## config.mk

```make
export PLATFORM = sky130hd
export DESIGN_NAME = status_and_trigger_io_pins
export DESIGN_NICKNAME = d
export VERILOG_FILES = /design/src/inc/io_pins_pkg.sv /design/src/status_and_trigger_io_pins.sv
export SDC_FILE = /design/constraint.sdc
export NUM_CORES = 1
export LEC_CHECK = 0
export ABC_AREA = 1
export ABC_CLOCK_PERIOD_IN_PS = 2600
export BUFFER_PORTS_ARGS = -buffer_cell sky130_fd_sc_hd__buf_2
export CAP_MARGIN = 40
export CORE_ASPECT_RATIO = 1.75
export CORE_MARGIN = 2
export CORE_UTILIZATION = 56
export CTS_BUF_LIST = sky130_fd_sc_hd__clkbuf_4 sky130_fd_sc_hd__clkbuf_8
export DETAILED_ROUTE_END_ITERATION = 16
export GPL_TIMING_DRIVEN = 0
export HOLD_SLACK_MARGIN = 0.1
export PLACE_DENSITY_LB_ADDON = 0.25
export SLEW_MARGIN = 0
export SYNTH_ARGS = -nofsm -noshare
export SYNTH_HDL_FRONTEND = slang
export SYNTH_SLANG_ARGS = --single-unit
```

## constraint.sdc

```tcl
create_clock -name clock -period 2.6 [get_ports clock]
set_input_delay 0.39 -clock clock [delete_from_list [all_inputs] [get_ports clock]]
set_output_delay 0.39 -clock clock [all_outputs]
set_load 0.02 [all_outputs]
```

## src/inc/io_pins_pkg.sv

```systemverilog
// Purpose: Shared constants and types for the rear-panel status and trigger pin block.
// Assumes: Index 0 is the on/off status pin and index 1 is the trigger pin.
// Notes: Register offsets are byte addresses on a 32-bit AXI4-Lite bus.
package io_pins_pkg;

    // Clock rate and the least low time of a trigger pulse.
    localparam int unsigned CLOCK_MHZ = 250;
    localparam int unsigned TRIG_MIN_LOW_NS = 30000;
    localparam int unsigned TRIG_MIN_LOW_CYCLES = (TRIG_MIN_LOW_NS * CLOCK_MHZ + 999) / 1000;

    // Counter and address widths.
    localparam int unsigned CNT_W = 16;
    localparam int unsigned ADDR_W = 8;

    // Register byte offsets.
    localparam logic [7:0] ADDR_STATUS_CFG = 8'h00;
    localparam logic [7:0] ADDR_TRIG_CFG = 8'h04;
    localparam logic [7:0] ADDR_STATUS_PWM = 8'h08;
    localparam logic [7:0] ADDR_TRIG_PWM = 8'h0c;
    localparam logic [7:0] ADDR_PIN_STATE = 8'h10;
    localparam logic [7:0] ADDR_EVENTS = 8'h14;

    // Event bit positions in the sticky event register.
    localparam int unsigned EV_TRIG_IN = 0;
    localparam int unsigned EV_TRIG_OUT = 1;

    // Bus answers.
    localparam logic [1:0] RESP_OKAY = 2'h0;
    localparam logic [1:0] RESP_SLVERR = 2'h2;

    // Pin modes: the pin's own function, level input, static level output, PWM output.
    typedef enum logic [2:0] {
        MODE_FUNC = 3'h0,
        MODE_IN = 3'h1,
        MODE_OUT = 3'h3,
        MODE_PWM = 3'h2
    } pin_mode_e;

    // What an accepted external trigger starts.
    typedef enum logic [1:0] {
        TGT_METER = 2'h0,
        TGT_DLOG = 2'h1,
        TGT_SEQ = 2'h2
    } trig_target_e;

    // Configuration word of one pin, bits 8..0 of its register.
    typedef struct packed {
        logic sequenceTriggerSourceExt;
        trig_target_e target;
        logic trigIn;
        logic outValue;
        logic invert;
        pin_mode_e mode;
    } pin_cfg_s;

    // PWM word: duty in the upper half, period in the lower half.
    typedef struct packed {
        logic [15:0] duty;
        logic [15:0] period;
    } pwm_cfg_s;

    localparam pin_cfg_s CFG_RESET = '0;
    localparam pwm_cfg_s PWM_RESET = '0;

endpackage : io_pins_pkg

```

## src/status_and_trigger_io_pins.sv

```systemverilog
// Purpose: Rear-panel logic for the on/off status pin and the trigger pin, with AXI4-Lite access.
// Assumes: Internal trigger and load state inputs are synchronous to clock.
// Notes: Pin inputs pass two flip-flops; all outputs come from flip-flops.
//
// How it works
// - Status pin default: high while load input off, low while on.
// - Inverted status pin drives the opposite level in every state.
// - Each pin has an invert setting, default normal, for both directions; input mode shows the pin level uninverted.
// - Static output true is low pin normally, high when inverted.
// - Static output false is high pin normally, low when inverted.
// - Input mode samples the pin level and shows it in a register.
// - Trigger-out mode emits one pulse per internal start trigger; a trigger arriving during a pulse gives no pulse of its own.
// - Trigger-in pulse starts at most one configured target function.
// - Trigger pulses hold the low level at least 30 us.
// - External pulse starts the sequence only with external trigger source.
// - Manual source: front-panel sequence trigger also emits an output pulse.
// - After reset both pins use their own function with normal polarity.
//
// Our own choices: the AXI4-Lite interface to the registers and the placing of the registers.
`timescale 1ns/1ps
module status_and_trigger_io_pins #(
    parameter int unsigned MIN_LOW_CYCLES = io_pins_pkg::TRIG_MIN_LOW_CYCLES
) (
    // Clock and reset.
    input wire logic clock,
    input wire logic rst_n,
    // AXI4-Lite write address and data.
    input wire logic [7:0] awaddr,
    input wire logic awvalid,
    output logic awready,
    input wire logic [31:0] wdata,
    input wire logic [3:0] wstrb,
    input wire logic wvalid,
    output logic wready,
    // AXI4-Lite write response.
    output logic [1:0] bresp,
    output logic bvalid,
    input wire logic bready,
    // AXI4-Lite read.
    input wire logic [7:0] araddr,
    input wire logic arvalid,
    output logic arready,
    output logic [31:0] rdata,
    output logic [1:0] rresp,
    output logic rvalid,
    input wire logic rready,
    // Instrument state and internal triggers.
    input wire logic loadOn,
    input wire logic meterTrig,
    input wire logic dlogTrig,
    input wire logic seqTrig,
    input wire logic panelTrig,
    input wire logic acqArmed,
    // Starts caused by an accepted external trigger.
    output logic startMeter,
    output logic startDlog,
    output logic startSeq,
    // Pins: index 0 status, index 1 trigger; enable low while driving.
    input wire logic [1:0] pinIn,
    output logic [1:0] pinOut,
    output logic [1:0] pinOe_n
);

    localparam int unsigned CW = io_pins_pkg::CNT_W;
    localparam logic [CW-1:0] LAST_CNT = CW'(MIN_LOW_CYCLES - 1);

    if (MIN_LOW_CYCLES < 2 || MIN_LOW_CYCLES > 65535) begin : g_bad_width
        $error("MIN_LOW_CYCLES must lie between 2 and 65535");
    end

    io_pins_pkg::pin_cfg_s cfg [2];
    io_pins_pkg::pwm_cfg_s pwm [2];
    logic [1:0] events;
    logic [1:0] pinSync1;
    logic [1:0] pinSync2;
    logic [1:0] funcLvl;
    logic [1:0] funcDrive;
    logic pulseActive;
    logic [CW-1:0] pulseCnt;
    logic [CW-1:0] lowCnt;
    logic [7:0] awAddrHeld;
    logic [31:0] wDataHeld;
    logic [3:0] wStrbHeld;
    logic doWrite;
    logic wrHit;
    logic [31:0] readWord;
    logic readOk;
    logic trigOutMode;
    logic trigInMode;
    logic trigActive;
    logic trigReq;
    logic fire;
    logic [31:0] next_word;

    // Byte-lane merge of a write into an old word.
    function automatic logic [31:0] mergeStrb(input logic [31:0] old, input logic [31:0] data,
                                              input logic [3:0] strb);
        logic [31:0] res;
        res = old;
        for (int b = 0; b < 4; b++) begin
            if (strb[b]) begin
                res[8*b +: 8] = data[8*b +: 8];
            end
        end
        return res;
    endfunction : mergeStrb

    // Write channel: address and data are taken in either order, the response follows both.
    assign doWrite = !awready && !wready && !bvalid;
    assign next_word = mergeStrb(32'(cfg[awAddrHeld[2]]), wDataHeld, wStrbHeld);

    always_ff @(posedge clock) begin
        if (!rst_n) begin
            awready <= 1'b1;
            wready <= 1'b1;
            bvalid <= 1'b0;
            bresp <= io_pins_pkg::RESP_OKAY;
            awAddrHeld <= 8'h00;
            wDataHeld <= 32'h0000_0000;
            wStrbHeld <= 4'h0;
        end else begin
            if (awvalid && awready) begin
                awready <= 1'b0;
                awAddrHeld <= awaddr;
            end
            if (wvalid && wready) begin
                wready <= 1'b0;
                wDataHeld <= wdata;
                wStrbHeld <= wstrb;
            end
            if (doWrite) begin
                bvalid <= 1'b1;
                bresp <= wrHit ? io_pins_pkg::RESP_OKAY : io_pins_pkg::RESP_SLVERR;
            end
            if (bvalid && bready) begin
                bvalid <= 1'b0;
                awready <= 1'b1;
                wready <= 1'b1;
            end
        end
    end

    always_comb begin
        unique case (awAddrHeld)
            io_pins_pkg::ADDR_STATUS_CFG, io_pins_pkg::ADDR_TRIG_CFG,
            io_pins_pkg::ADDR_STATUS_PWM, io_pins_pkg::ADDR_TRIG_PWM,
            io_pins_pkg::ADDR_PIN_STATE, io_pins_pkg::ADDR_EVENTS: wrHit = 1'b1;
            default: wrHit = 1'b0;
        endcase
    end

    // Configuration registers; reset leaves both pins on their own function, normal polarity.
    always_ff @(posedge clock) begin
        if (!rst_n) begin
            cfg[0] <= io_pins_pkg::CFG_RESET;
            cfg[1] <= io_pins_pkg::CFG_RESET;
            pwm[0] <= io_pins_pkg::PWM_RESET;
            pwm[1] <= io_pins_pkg::PWM_RESET;
        end else if (doWrite) begin
            unique case (awAddrHeld)
                io_pins_pkg::ADDR_STATUS_CFG: begin
                    cfg[0] <= io_pins_pkg::pin_cfg_s'(next_word[8:0]);
                end
                io_pins_pkg::ADDR_TRIG_CFG: begin
                    cfg[1] <= io_pins_pkg::pin_cfg_s'(next_word[8:0]);
                end
                io_pins_pkg::ADDR_STATUS_PWM: begin
                    pwm[0] <= mergeStrb(pwm[0], wDataHeld, wStrbHeld);
                end
                io_pins_pkg::ADDR_TRIG_PWM: begin
                    pwm[1] <= mergeStrb(pwm[1], wDataHeld, wStrbHeld);
                end
                default: begin
                end
            endcase
        end
    end

    // Sticky events; a new event in the cycle of its clear wins over the clear.
    always_ff @(posedge clock) begin
        if (!rst_n) begin
            events <= 2'h0;
        end else begin
            events <= (events & ~((doWrite && awAddrHeld == io_pins_pkg::ADDR_EVENTS
                                   && wStrbHeld[0]) ? wDataHeld[1:0] : 2'h0))
                      | {trigOutMode && trigReq && !pulseActive, fire};
        end
    end

    // Read channel: one cycle from address to data.
    always_comb begin
        readOk = 1'b1;
        unique case (araddr)
            io_pins_pkg::ADDR_STATUS_CFG: readWord = 32'(cfg[0]);
            io_pins_pkg::ADDR_TRIG_CFG: readWord = 32'(cfg[1]);
            io_pins_pkg::ADDR_STATUS_PWM: readWord = pwm[0];
            io_pins_pkg::ADDR_TRIG_PWM: readWord = pwm[1];
            io_pins_pkg::ADDR_PIN_STATE: readWord = {28'h0, pulseActive, loadOn, pinSync2};
            io_pins_pkg::ADDR_EVENTS: readWord = {30'h0, events};
            default: begin
                readWord = 32'h0000_0000;
                readOk = 1'b0;
            end
        endcase
    end

    always_ff @(posedge clock) begin
        if (!rst_n) begin
            arready <= 1'b1;
            rvalid <= 1'b0;
            rdata <= 32'h0000_0000;
            rresp <= io_pins_pkg::RESP_OKAY;
        end else begin
            if (arvalid && arready) begin
                arready <= 1'b0;
                rvalid <= 1'b1;
                rdata <= readWord;
                rresp <= readOk ? io_pins_pkg::RESP_OKAY : io_pins_pkg::RESP_SLVERR;
            end
            if (rvalid && rready) begin
                rvalid <= 1'b0;
                arready <= 1'b1;
            end
        end
    end

    // Trigger output pulse: a trigger during a pulse is absorbed, so pulses never merge.
    assign trigOutMode = cfg[1].mode == io_pins_pkg::MODE_FUNC && !cfg[1].trigIn;
    assign trigReq = meterTrig || dlogTrig || seqTrig
                     || (panelTrig && !cfg[1].sequenceTriggerSourceExt);

    always_ff @(posedge clock) begin
        if (!rst_n) begin
            pulseActive <= 1'b0;
            pulseCnt <= '0;
        end else if (!pulseActive) begin
            pulseCnt <= '0;
            pulseActive <= trigOutMode && trigReq;
        end else begin
            pulseCnt <= pulseCnt + 1'b1;
            pulseActive <= pulseCnt != LAST_CNT;
        end
    end

    // Trigger input qualification: the active level must persist for the full least width.
    assign trigInMode = cfg[1].mode == io_pins_pkg::MODE_FUNC && cfg[1].trigIn;
    assign trigActive = pinSync2[1] == cfg[1].invert;
    assign fire = trigInMode && trigActive && lowCnt == LAST_CNT;

    always_ff @(posedge clock) begin
        if (!rst_n) begin
            lowCnt <= '0;
        end else if (!(trigInMode && trigActive)) begin
            lowCnt <= '0;
        end else if (lowCnt != CW'(MIN_LOW_CYCLES)) begin
            lowCnt <= lowCnt + 1'b1;
        end
    end

    // One start per accepted pulse, gated by arming and the sequence trigger source.
    always_ff @(posedge clock) begin
        if (!rst_n) begin
            startMeter <= 1'b0;
            startDlog <= 1'b0;
            startSeq <= 1'b0;
        end else begin
            startMeter <= fire && cfg[1].target == io_pins_pkg::TGT_METER && acqArmed;
            startDlog <= fire && cfg[1].target == io_pins_pkg::TGT_DLOG;
            startSeq <= fire && cfg[1].target == io_pins_pkg::TGT_SEQ
                        && cfg[1].sequenceTriggerSourceExt;
        end
    end

    // Own-function logical levels: a logical 1 is a low pin under normal polarity.
    assign funcLvl[0] = loadOn;
    assign funcLvl[1] = pulseActive;
    assign funcDrive[0] = 1'b1;
    assign funcDrive[1] = !cfg[1].trigIn;

    for (genvar i = 0; i < 2; i++) begin : g_pin
        logic [15:0] pwmCnt;
        logic lvl;
        logic drive;

        always_ff @(posedge clock) begin
            if (!rst_n) begin
                pinSync1[i] <= 1'b1;
                pinSync2[i] <= 1'b1;
            end else begin
                pinSync1[i] <= pinIn[i];
                pinSync2[i] <= pinSync1[i];
            end
        end

        // A period of zero holds the counter, so the PWM level follows duty alone.
        always_ff @(posedge clock) begin
            if (!rst_n) begin
                pwmCnt <= 16'h0000;
            end else if (pwmCnt >= pwm[i].period - 16'h0001 || pwm[i].period == 16'h0000) begin
                pwmCnt <= 16'h0000;
            end else begin
                pwmCnt <= pwmCnt + 16'h0001;
            end
        end

        always_comb begin
            unique case (cfg[i].mode)
                io_pins_pkg::MODE_FUNC: begin
                    lvl = funcLvl[i];
                    drive = funcDrive[i];
                end
                io_pins_pkg::MODE_IN: begin
                    lvl = 1'b0;
                    drive = 1'b0;
                end
                io_pins_pkg::MODE_OUT: begin
                    lvl = cfg[i].outValue;
                    drive = 1'b1;
                end
                default: begin
                    lvl = pwmCnt < pwm[i].duty;
                    drive = 1'b1;
                end
            endcase
        end

        always_ff @(posedge clock) begin
            if (!rst_n) begin
                pinOut[i] <= 1'b1;
                pinOe_n[i] <= 1'b1;
            end else begin
                pinOut[i] <= !lvl ^ cfg[i].invert;
                pinOe_n[i] <= !drive;
            end
        end
    end
endmodule : status_and_trigger_io_pins

```

After elaboration in Yosys (flattened, before gate mapping)
Memory sizes are Yosys's and may differ from the RTL's. A register that Yosys moved wholly into a read port is not among the register bits.
Cells that the tools add are included.
{ "word_totals": {"mem_count": 2, "in_bits": 67, "ff_bits": 163, "latch_bits": 0, "out_inout_bits": 48, "rom_bits": 0, "mem_bits_rw": 82, "elab_cells": 187} }
{ "mem_list": {"columns": ["memory", "depth", "width", "read_ports", "rd_ports_with_merged_regs", "wr", "line_no", "source"], "rows": [
  ["pwm", 2, 32, 2, 0, 2, "status_and_trigger_io_pins.sv:72", "io_pins_pkg::pwm_cfg_s pwm [2];"],
  ["cfg", 2, 9, 3, 1, 2, "status_and_trigger_io_pins.sv:71", "io_pins_pkg::pin_cfg_s cfg [2];"]
]} }
{ "classes": {"div": 0, "mux": 67, "reduce_logical": 50, "n_bitwise": 10, "addsub": 6, "n_mul": 0, "eq_ne": 20, "n_lt_le_gt_ge": 4, "shifts": 0} }
{ "op_table": {"columns": ["operator", "count"], "rows": [
  ["8-bit two-way mux", 33],
  ["32-bit one-hot mux with 6 select lines", 1],
  ["16-bit by 1-bit adder with 16-bit output, second input constant", 4],
  ["32-bit two-way mux", 2],
  ["8-bit by 4-bit equality test with 1-bit output, second input constant", 4],
  ["8-bit by 5-bit equality test with 1-bit output, second input constant", 4],
  ["16-bit >= comparator", 2],
  ["16-bit zero test", 2],
  ["16-bit < comparator", 2],
  ["16-bit by 13-bit inequality test with 1-bit output, second input constant", 2],
  ["16-bit by 1-bit subtractor with 16-bit output, second input constant", 2],
  ["1-bit two-way mux", 23],
  ["1-bit logical AND", 21],
  ["9-bit two-way mux", 2],
  ["16-bit by 13-bit equality test with 1-bit output, second input constant", 1],
  ["8-bit by 3-bit equality test with 1-bit output, second input constant", 2],
  ["8-bit zero test", 2],
  ["6-bit OR reduction", 2],
  ["1-bit zero test", 9],
  ["2-bit OR reduction", 4],
  ["3-bit by 1-bit equality test with 1-bit output, second input constant", 2],
  ["3-bit by 2-bit equality test with 1-bit output, second input constant", 2],
  ["3-bit zero test", 2],
  ["2-bit two-way mux", 3],
  ["other kinds (14)", 24]
]} }

Logic depth before layout (Yosys ltp)
{ "logic_depth": {"depth_word": 9, "mapped_depth": 19} }

Worst setup path after synthesis
Ideal clock, no wire load.
{ "synth_path": {"kind": "register -> register", "from": "memory pwm[0][32] (netlist bit)", "to": "register g_pin[1].pwmCnt[10]", "path_slack_ps": -271, "t_required_ps": 2468, "setup_ps": 132, "path_stages_with_launch": 19, "arrival_time_ps": 2739, "path_cell_list": "edfxtp_1 inv_1 ha_1 nand2_1 nor3_1 nand2_1 nor2_1 nand3_1 xor2_1 inv_1 ha_1 nand2_1 inv_1 nand3_1 nor3_1 nand2_1 nand4_1 clkbuf_1 nor3_1"} }
{ "synth_lines": {"columns": ["element", "line_no", "source"], "rows": [
  ["start, declared", "status_and_trigger_io_pins.sv:72", null],
  ["end signal, assigned", "status_and_trigger_io_pins.sv:302", "pwmCnt <= pwmCnt + 16'h0001;"],
  ["end, declared", "status_and_trigger_io_pins.sv:281", "logic [15:0] pwmCnt;"]
]} }

==> report_table.html <==
<table>
<tr><th>Metric</th><th>Value</th></tr>
<tr><th colspan="2">Pwr</th></tr>
<tr><td>Power dissipated by switching net loads</td><td>2050 uW</td></tr>
<tr><td>LEAKAGE</td><td>0.00594 uW</td></tr>
<tr><td>Design internal power</td><td>6070 uW</td></tr>
<tr><td>Power Density</td><td>between 500 and 600 nW/um^2</td></tr>
<tr><td>Relative contribution of the clock network to total power</td><td>39.2%</td></tr>
<tr><td>Switching part of the total power</td><td>between 20% and 30%</td></tr>
<tr><td>Largest vdd supply drop</td><td>between 0.6 and 0.7 mV</td></tr>
<tr><td>Proportion of power drawn by flip-flops and latches</td><td>51.3%</td></tr>
<tr><td>Fraction of power consumed by combinational cells</td><td>9.5%</td></tr>
<tr><th colspan="2">Critical path</th></tr>
<tr><td>Critical Path Sink Type</td><td>flop</td></tr>
<tr><td>Crit Path Class</td><td>flop to flop</td></tr>
<tr><td>Max FO, Critical Path</td><td>4</td></tr>
<tr><td>Startpoint class of the critical path</td><td>flop</td></tr>
<tr><td>CP arrival</td><td>3.34 ns</td></tr>
<tr><td>Required @ worst endpoint</td><td>3.06 ns</td></tr>
<tr><th colspan="2">Synth</th></tr>
<tr><td>Sequential area share after synthesis</td><td>between 40% and 50%</td></tr>
<tr><td>Synthesized flop and latch total</td><td>244</td></tr>
<tr><td>Area share of the largest cell type after synthesis</td><td>27.0%</td></tr>
<tr><td>Post-synthesis cell type count</td><td>47</td></tr>
<tr><td>Post-synth EDFFs</td><td>about 80</td></tr>
<tr><td>Primary FF master, synth</td><td>dfxtp_1</td></tr>
<tr><td>Most used standard cells in the synthesized netlist</td><td>inv_1, nand2_1, dfxtp_1</td></tr>
<tr><td>Synth Instances</td><td>1416</td></tr>
<tr><td>Async set or reset register ratio after synthesis</td><td>0%</td></tr>
<tr><td>Yosys synthesis warning count</td><td>0</td></tr>
<tr><td>Dominant cell type by area after synthesis</td><td>dfxtp_1</td></tr>
<tr><td>Post-synthesis area per instance</td><td>8.47 sq um</td></tr>
<tr><td>Netlist Area Pre-Place</td><td>roughly 12000 sq um</td></tr>
<tr><td>Synth area leaders</td><td>dfxtp_1, edfxtp_1, ha_1</td></tr>
<tr><td>Most frequently used cell type in the post-synthesis netlist</td><td>inv_1</td></tr>
<tr><th colspan="2">Global route</th></tr>
<tr><td>First-pass GRT wire length</td><td>53100 um</td></tr>
<tr><td>Pin count of the biggest net entering global routing</td><td>12</td></tr>
<tr><td>Global route total overflow</td><td>0</td></tr>
<tr><td>Via count of the first global-routing pass</td><td>10700</td></tr>
<tr><td>Number of antenna violations at the first check in global routing</td><td>0</td></tr>
<tr><td>Total Routing Usage GR</td><td>between 30% and 40%</td></tr>
<tr><th colspan="2">Clock tree</th></tr>
<tr><td>Clock latency on the worst-skew pair</td><td>0.54 ns</td></tr>
<tr><td>CTS root buffer</td><td>clkbuf_8</td></tr>
<tr><td>H-tree depth reported by CTS</td><td>2</td></tr>
<tr><td>Clock sink count</td><td>244</td></tr>
<tr><td>Maximum buffer depth of the clock tree</td><td>3</td></tr>
<tr><td>Total CTS buffers</td><td>35</td></tr>
<tr><td>Clock edge transition at the registers on the reported setup and hold paths</td><td>0.07 ns</td></tr>
<tr><td>Clock tree from TritonCTS</td><td>yes</td></tr>
<tr><th colspan="2">Outcome</th></tr>
<tr><td>Status</td><td>finished with violations</td></tr>
<tr><td>Violations in the final reports</td><td>setup timing</td></tr>
<tr><th colspan="2">Timing</th></tr>
<tr><td>Post-layout worst setup margin</td><td>-0.282 ns</td></tr>
<tr><td>Worst hold margin</td><td>0.116 ns</td></tr>
<tr><td>Final worst path period share</td><td>111%</td></tr>
<tr><td>Final max-slew violation count</td><td>0</td></tr>
<tr><td>Max_slew headroom</td><td>35.7%</td></tr>
<tr><td>Fmax</td><td>347 MHz</td></tr>
<tr><td>Hold Vio Cnt, Final</td><td>0</td></tr>
<tr><td>Final critical delay including setup and external delays</td><td>2.88 ns</td></tr>
<tr><td>Final total negative setup slack</td><td>-6.99 ns</td></tr>
<tr><td>Number of failing setup endpoints in the final timing report</td><td>32</td></tr>
<tr><td>Slew of the pin with the lowest slew margin</td><td>0.965 ns</td></tr>
<tr><td>Unrepaired setup endpoints after global routing</td><td>yes</td></tr>
<tr><td>Final worst clock skew</td><td>0.0201 ns</td></tr>
<tr><th colspan="2">Detailed routing</th></tr>
<tr><td>First-pass detailed-route iteration total</td><td>5</td></tr>
<tr><td>Initial drt markers</td><td>between 500 and 600</td></tr>
<tr><td>Wire length reported by the detailed router</td><td>approximately 34000 um</td></tr>
<tr><td>Vias post-DR</td><td>10600</td></tr>
<tr><td>Via density per instance</td><td>5.58</td></tr>
<tr><td>Antenna violation net count after detailed routing</td><td>0</td></tr>
<tr><td>Routed wire per std cell</td><td>18.2 um</td></tr>
<tr><td># DRC</td><td>0</td></tr>
<tr><th colspan="2">Floorplanning</th></tr>
<tr><td>Vertical die dimension</td><td>198 um</td></tr>
<tr><td># rows</td><td>70</td></tr>
<tr><td>Core Footprint</td><td>20900 sq um</td></tr>
<tr><td>Initial Util</td><td>57.3%</td></tr>
<tr><td>Total die area</td><td>22700 sq um</td></tr>
<tr><td>Width of the die</td><td>115 um</td></tr>
<tr><td>Total I/O pin count</td><td>115</td></tr>
<tr><th colspan="2">Worst hold path</th></tr>
<tr><td>HP Class</td><td>primary input to flop</td></tr>
<tr><th colspan="2">Place</th></tr>
<tr><td>Port Buffers</td><td>111</td></tr>
<tr><td>HPWL after detailed placement</td><td>26000 um</td></tr>
<tr><td>Weighted congestion at the end of routability-driven global placement</td><td>0.974</td></tr>
<tr><th colspan="2">Final layout</th></tr>
<tr><td>Filler Cells Inserted</td><td>between 1500 and 2000</td></tr>
<tr><td>Antenna cells</td><td>0</td></tr>
<tr><td>Share of final-layout standard cells stronger than drive strength 1</td><td>a little over a fifth</td></tr>
<tr><td>Final Util</td><td>between 60% and 70%</td></tr>
<tr><td>Total Nets Final</td><td>1750</td></tr>
<tr><td>Area growth, synth to finish</td><td>20.9%</td></tr>
<tr><th colspan="2">Flow run</th></tr>
<tr><td>Count of maximum capacitance violations</td><td>0</td></tr>
</table>
[layout make-up]
type                            count  area, sq um  area share (%)
Tap cell                          252          315            2.17
Sequential cell                   244         5710            39.3
Buffer                             45          221            1.53
Multi-Input combinational cell    916         5770            39.8
Timing Repair Buffer              160          958            6.61
Clock buffer                       54          668            4.61
Inverter                          212          798            5.50
Clock inverter                      9         70.1           0.483
[cells in the final DEF, fill, tap and decap left out, drive strengths merged, types with 6 or more instances in the layout]
cell type / n
ha: 69
nand3: 52
xnor2: 14
nand2: 197
dfxtp: 162
edfxtp: 82
o22ai: 32
o21ai: 95
inv: 213
nor2: 127
nor4: 6
nand4: 27
a211oi: 18
nor3: 55
a21oi: 141
o21a: 7
buf: 167
clkbuf: 88
xor2: 43
clkinv: 6
nor3b: 8
[final timing paths]
path | to | from | depth (start not counted) | slack [ns]
setup reg to reg | g_pin[0].pwmCnt[0]$_SDFF_PP0_ | pwm[0][2]$_SDFFCE_PP0P_ | 18 | -0.28
setup / recovery | g_pin[0].pwmCnt[0]$_SDFF_PP0_ | pwm[0][2]$_SDFFCE_PP0P_ | 18 | -0.28
hold reg to reg | pinSync2[1]$_SDFF_PN1_ | pinSync1[1]$_SDFF_PN1_ | 1 | 0.41
hold / removal | awready$_SDFFE_PP1P_ | bready | 3 | 0.12
[cells by family (layout without fill, tap and decap cells)]
kind of cell	count (synthesis)	count (layout)	synth area share [%]
AOI/OAI and AO/OA	306	306	13.9
xor gates and xnor gates	57	57	4.16
DFF	244	244	47.5
other	1	2	0.0312
adders and majority gates	69	69	7.19
buffers and inverters	257	480	8.36
and+or+nand+nor	482	482	18.8
[power groups by stage]
stage	clock, uW	combinational (uW)	sequential (uW)
2_1_floorplan	0	442	4230
3_3_place_gp	0	675	4240
3_5_place_dp	0	699	4240
4_1_cts	3210	735	4160
5_1_grt	3370	859	4170
6_report	3190	771	4170
[what timing repair did]
action | 4_1_cts | 5_1_grt
pin swaps | 23 | 26
endpoints found under the hold margin | 4 | 0
hold buffers | 4 | 0
resized for setup | 37 | 46
setup endpoints to repair | 32 | 56
cloned | 2 | 0
setup buffers | 28 | 9
[per-stage QoR]
| stage | power (uW) | cell area (sq um) | setup WS [ns] | std cells |
|---|---|---|---|---|
| floorplan | 4670 | 12200 | -0.0746 | 1417 |
| global placement | 4910 | 13000 | -0.589 | 1780 |
| detailed placement | 4940 | 13100 | -0.637 | 1786 |
| CTS | 8110 | 14200 | -0.229 | 1883 |
| global route | 8400 | 14500 | -0.401 | 1892 |
| finish | 8120 | 14500 | -0.282 | 1892 |
[worst max-delay path, cell delays in order (launching register included)]
cell      delay (ns)
edfxtp_1        0.46
inv_2           0.10
nand2_2         0.07
nor2_4          0.12
nand3_2         0.13
nor2_4          0.14
nand3_2         0.11
nor2_4          0.13
nand3_2         0.08
xor2_1          0.16
inv_1           0.09
ha_4            0.26
a21oi_2         0.14
o21ai_1         0.10
a21oi_2         0.13
nand4_1         0.13
buf_6           0.16
buf_6           0.13
nor3_2          0.16
[sequential cells by signal, summed over array words and instances, names as in the netlist, 2 cells and up, named ones only]
name and count:
pwm 64, events 2, wStrbHeld 4, rdata 32, pinSync2 2, pinOut 2
pinSync1 2, cfg 18, lowCnt 16, pinOe_n 2, awAddrHeld 8, wDataHeld 32
g_pin.pwmCnt 32, pulseCnt 16
[layer usage]
metal | global-route usage (%) | part of all wire [%] | up-vias | wire (um)
li1 | - | - | 5156 | -
met1 | 30.5 | 35 | 4909 | 12000
met2 | 55.8 | 53 | 368 | 18200
met3 | 4.45 | 4.9 | 128 | 1690
met4 | 22.1 | 7.4 | 0 | 2530
met5 | 0 | 0 | - | 0
Power figures use the tool's default switching activity.
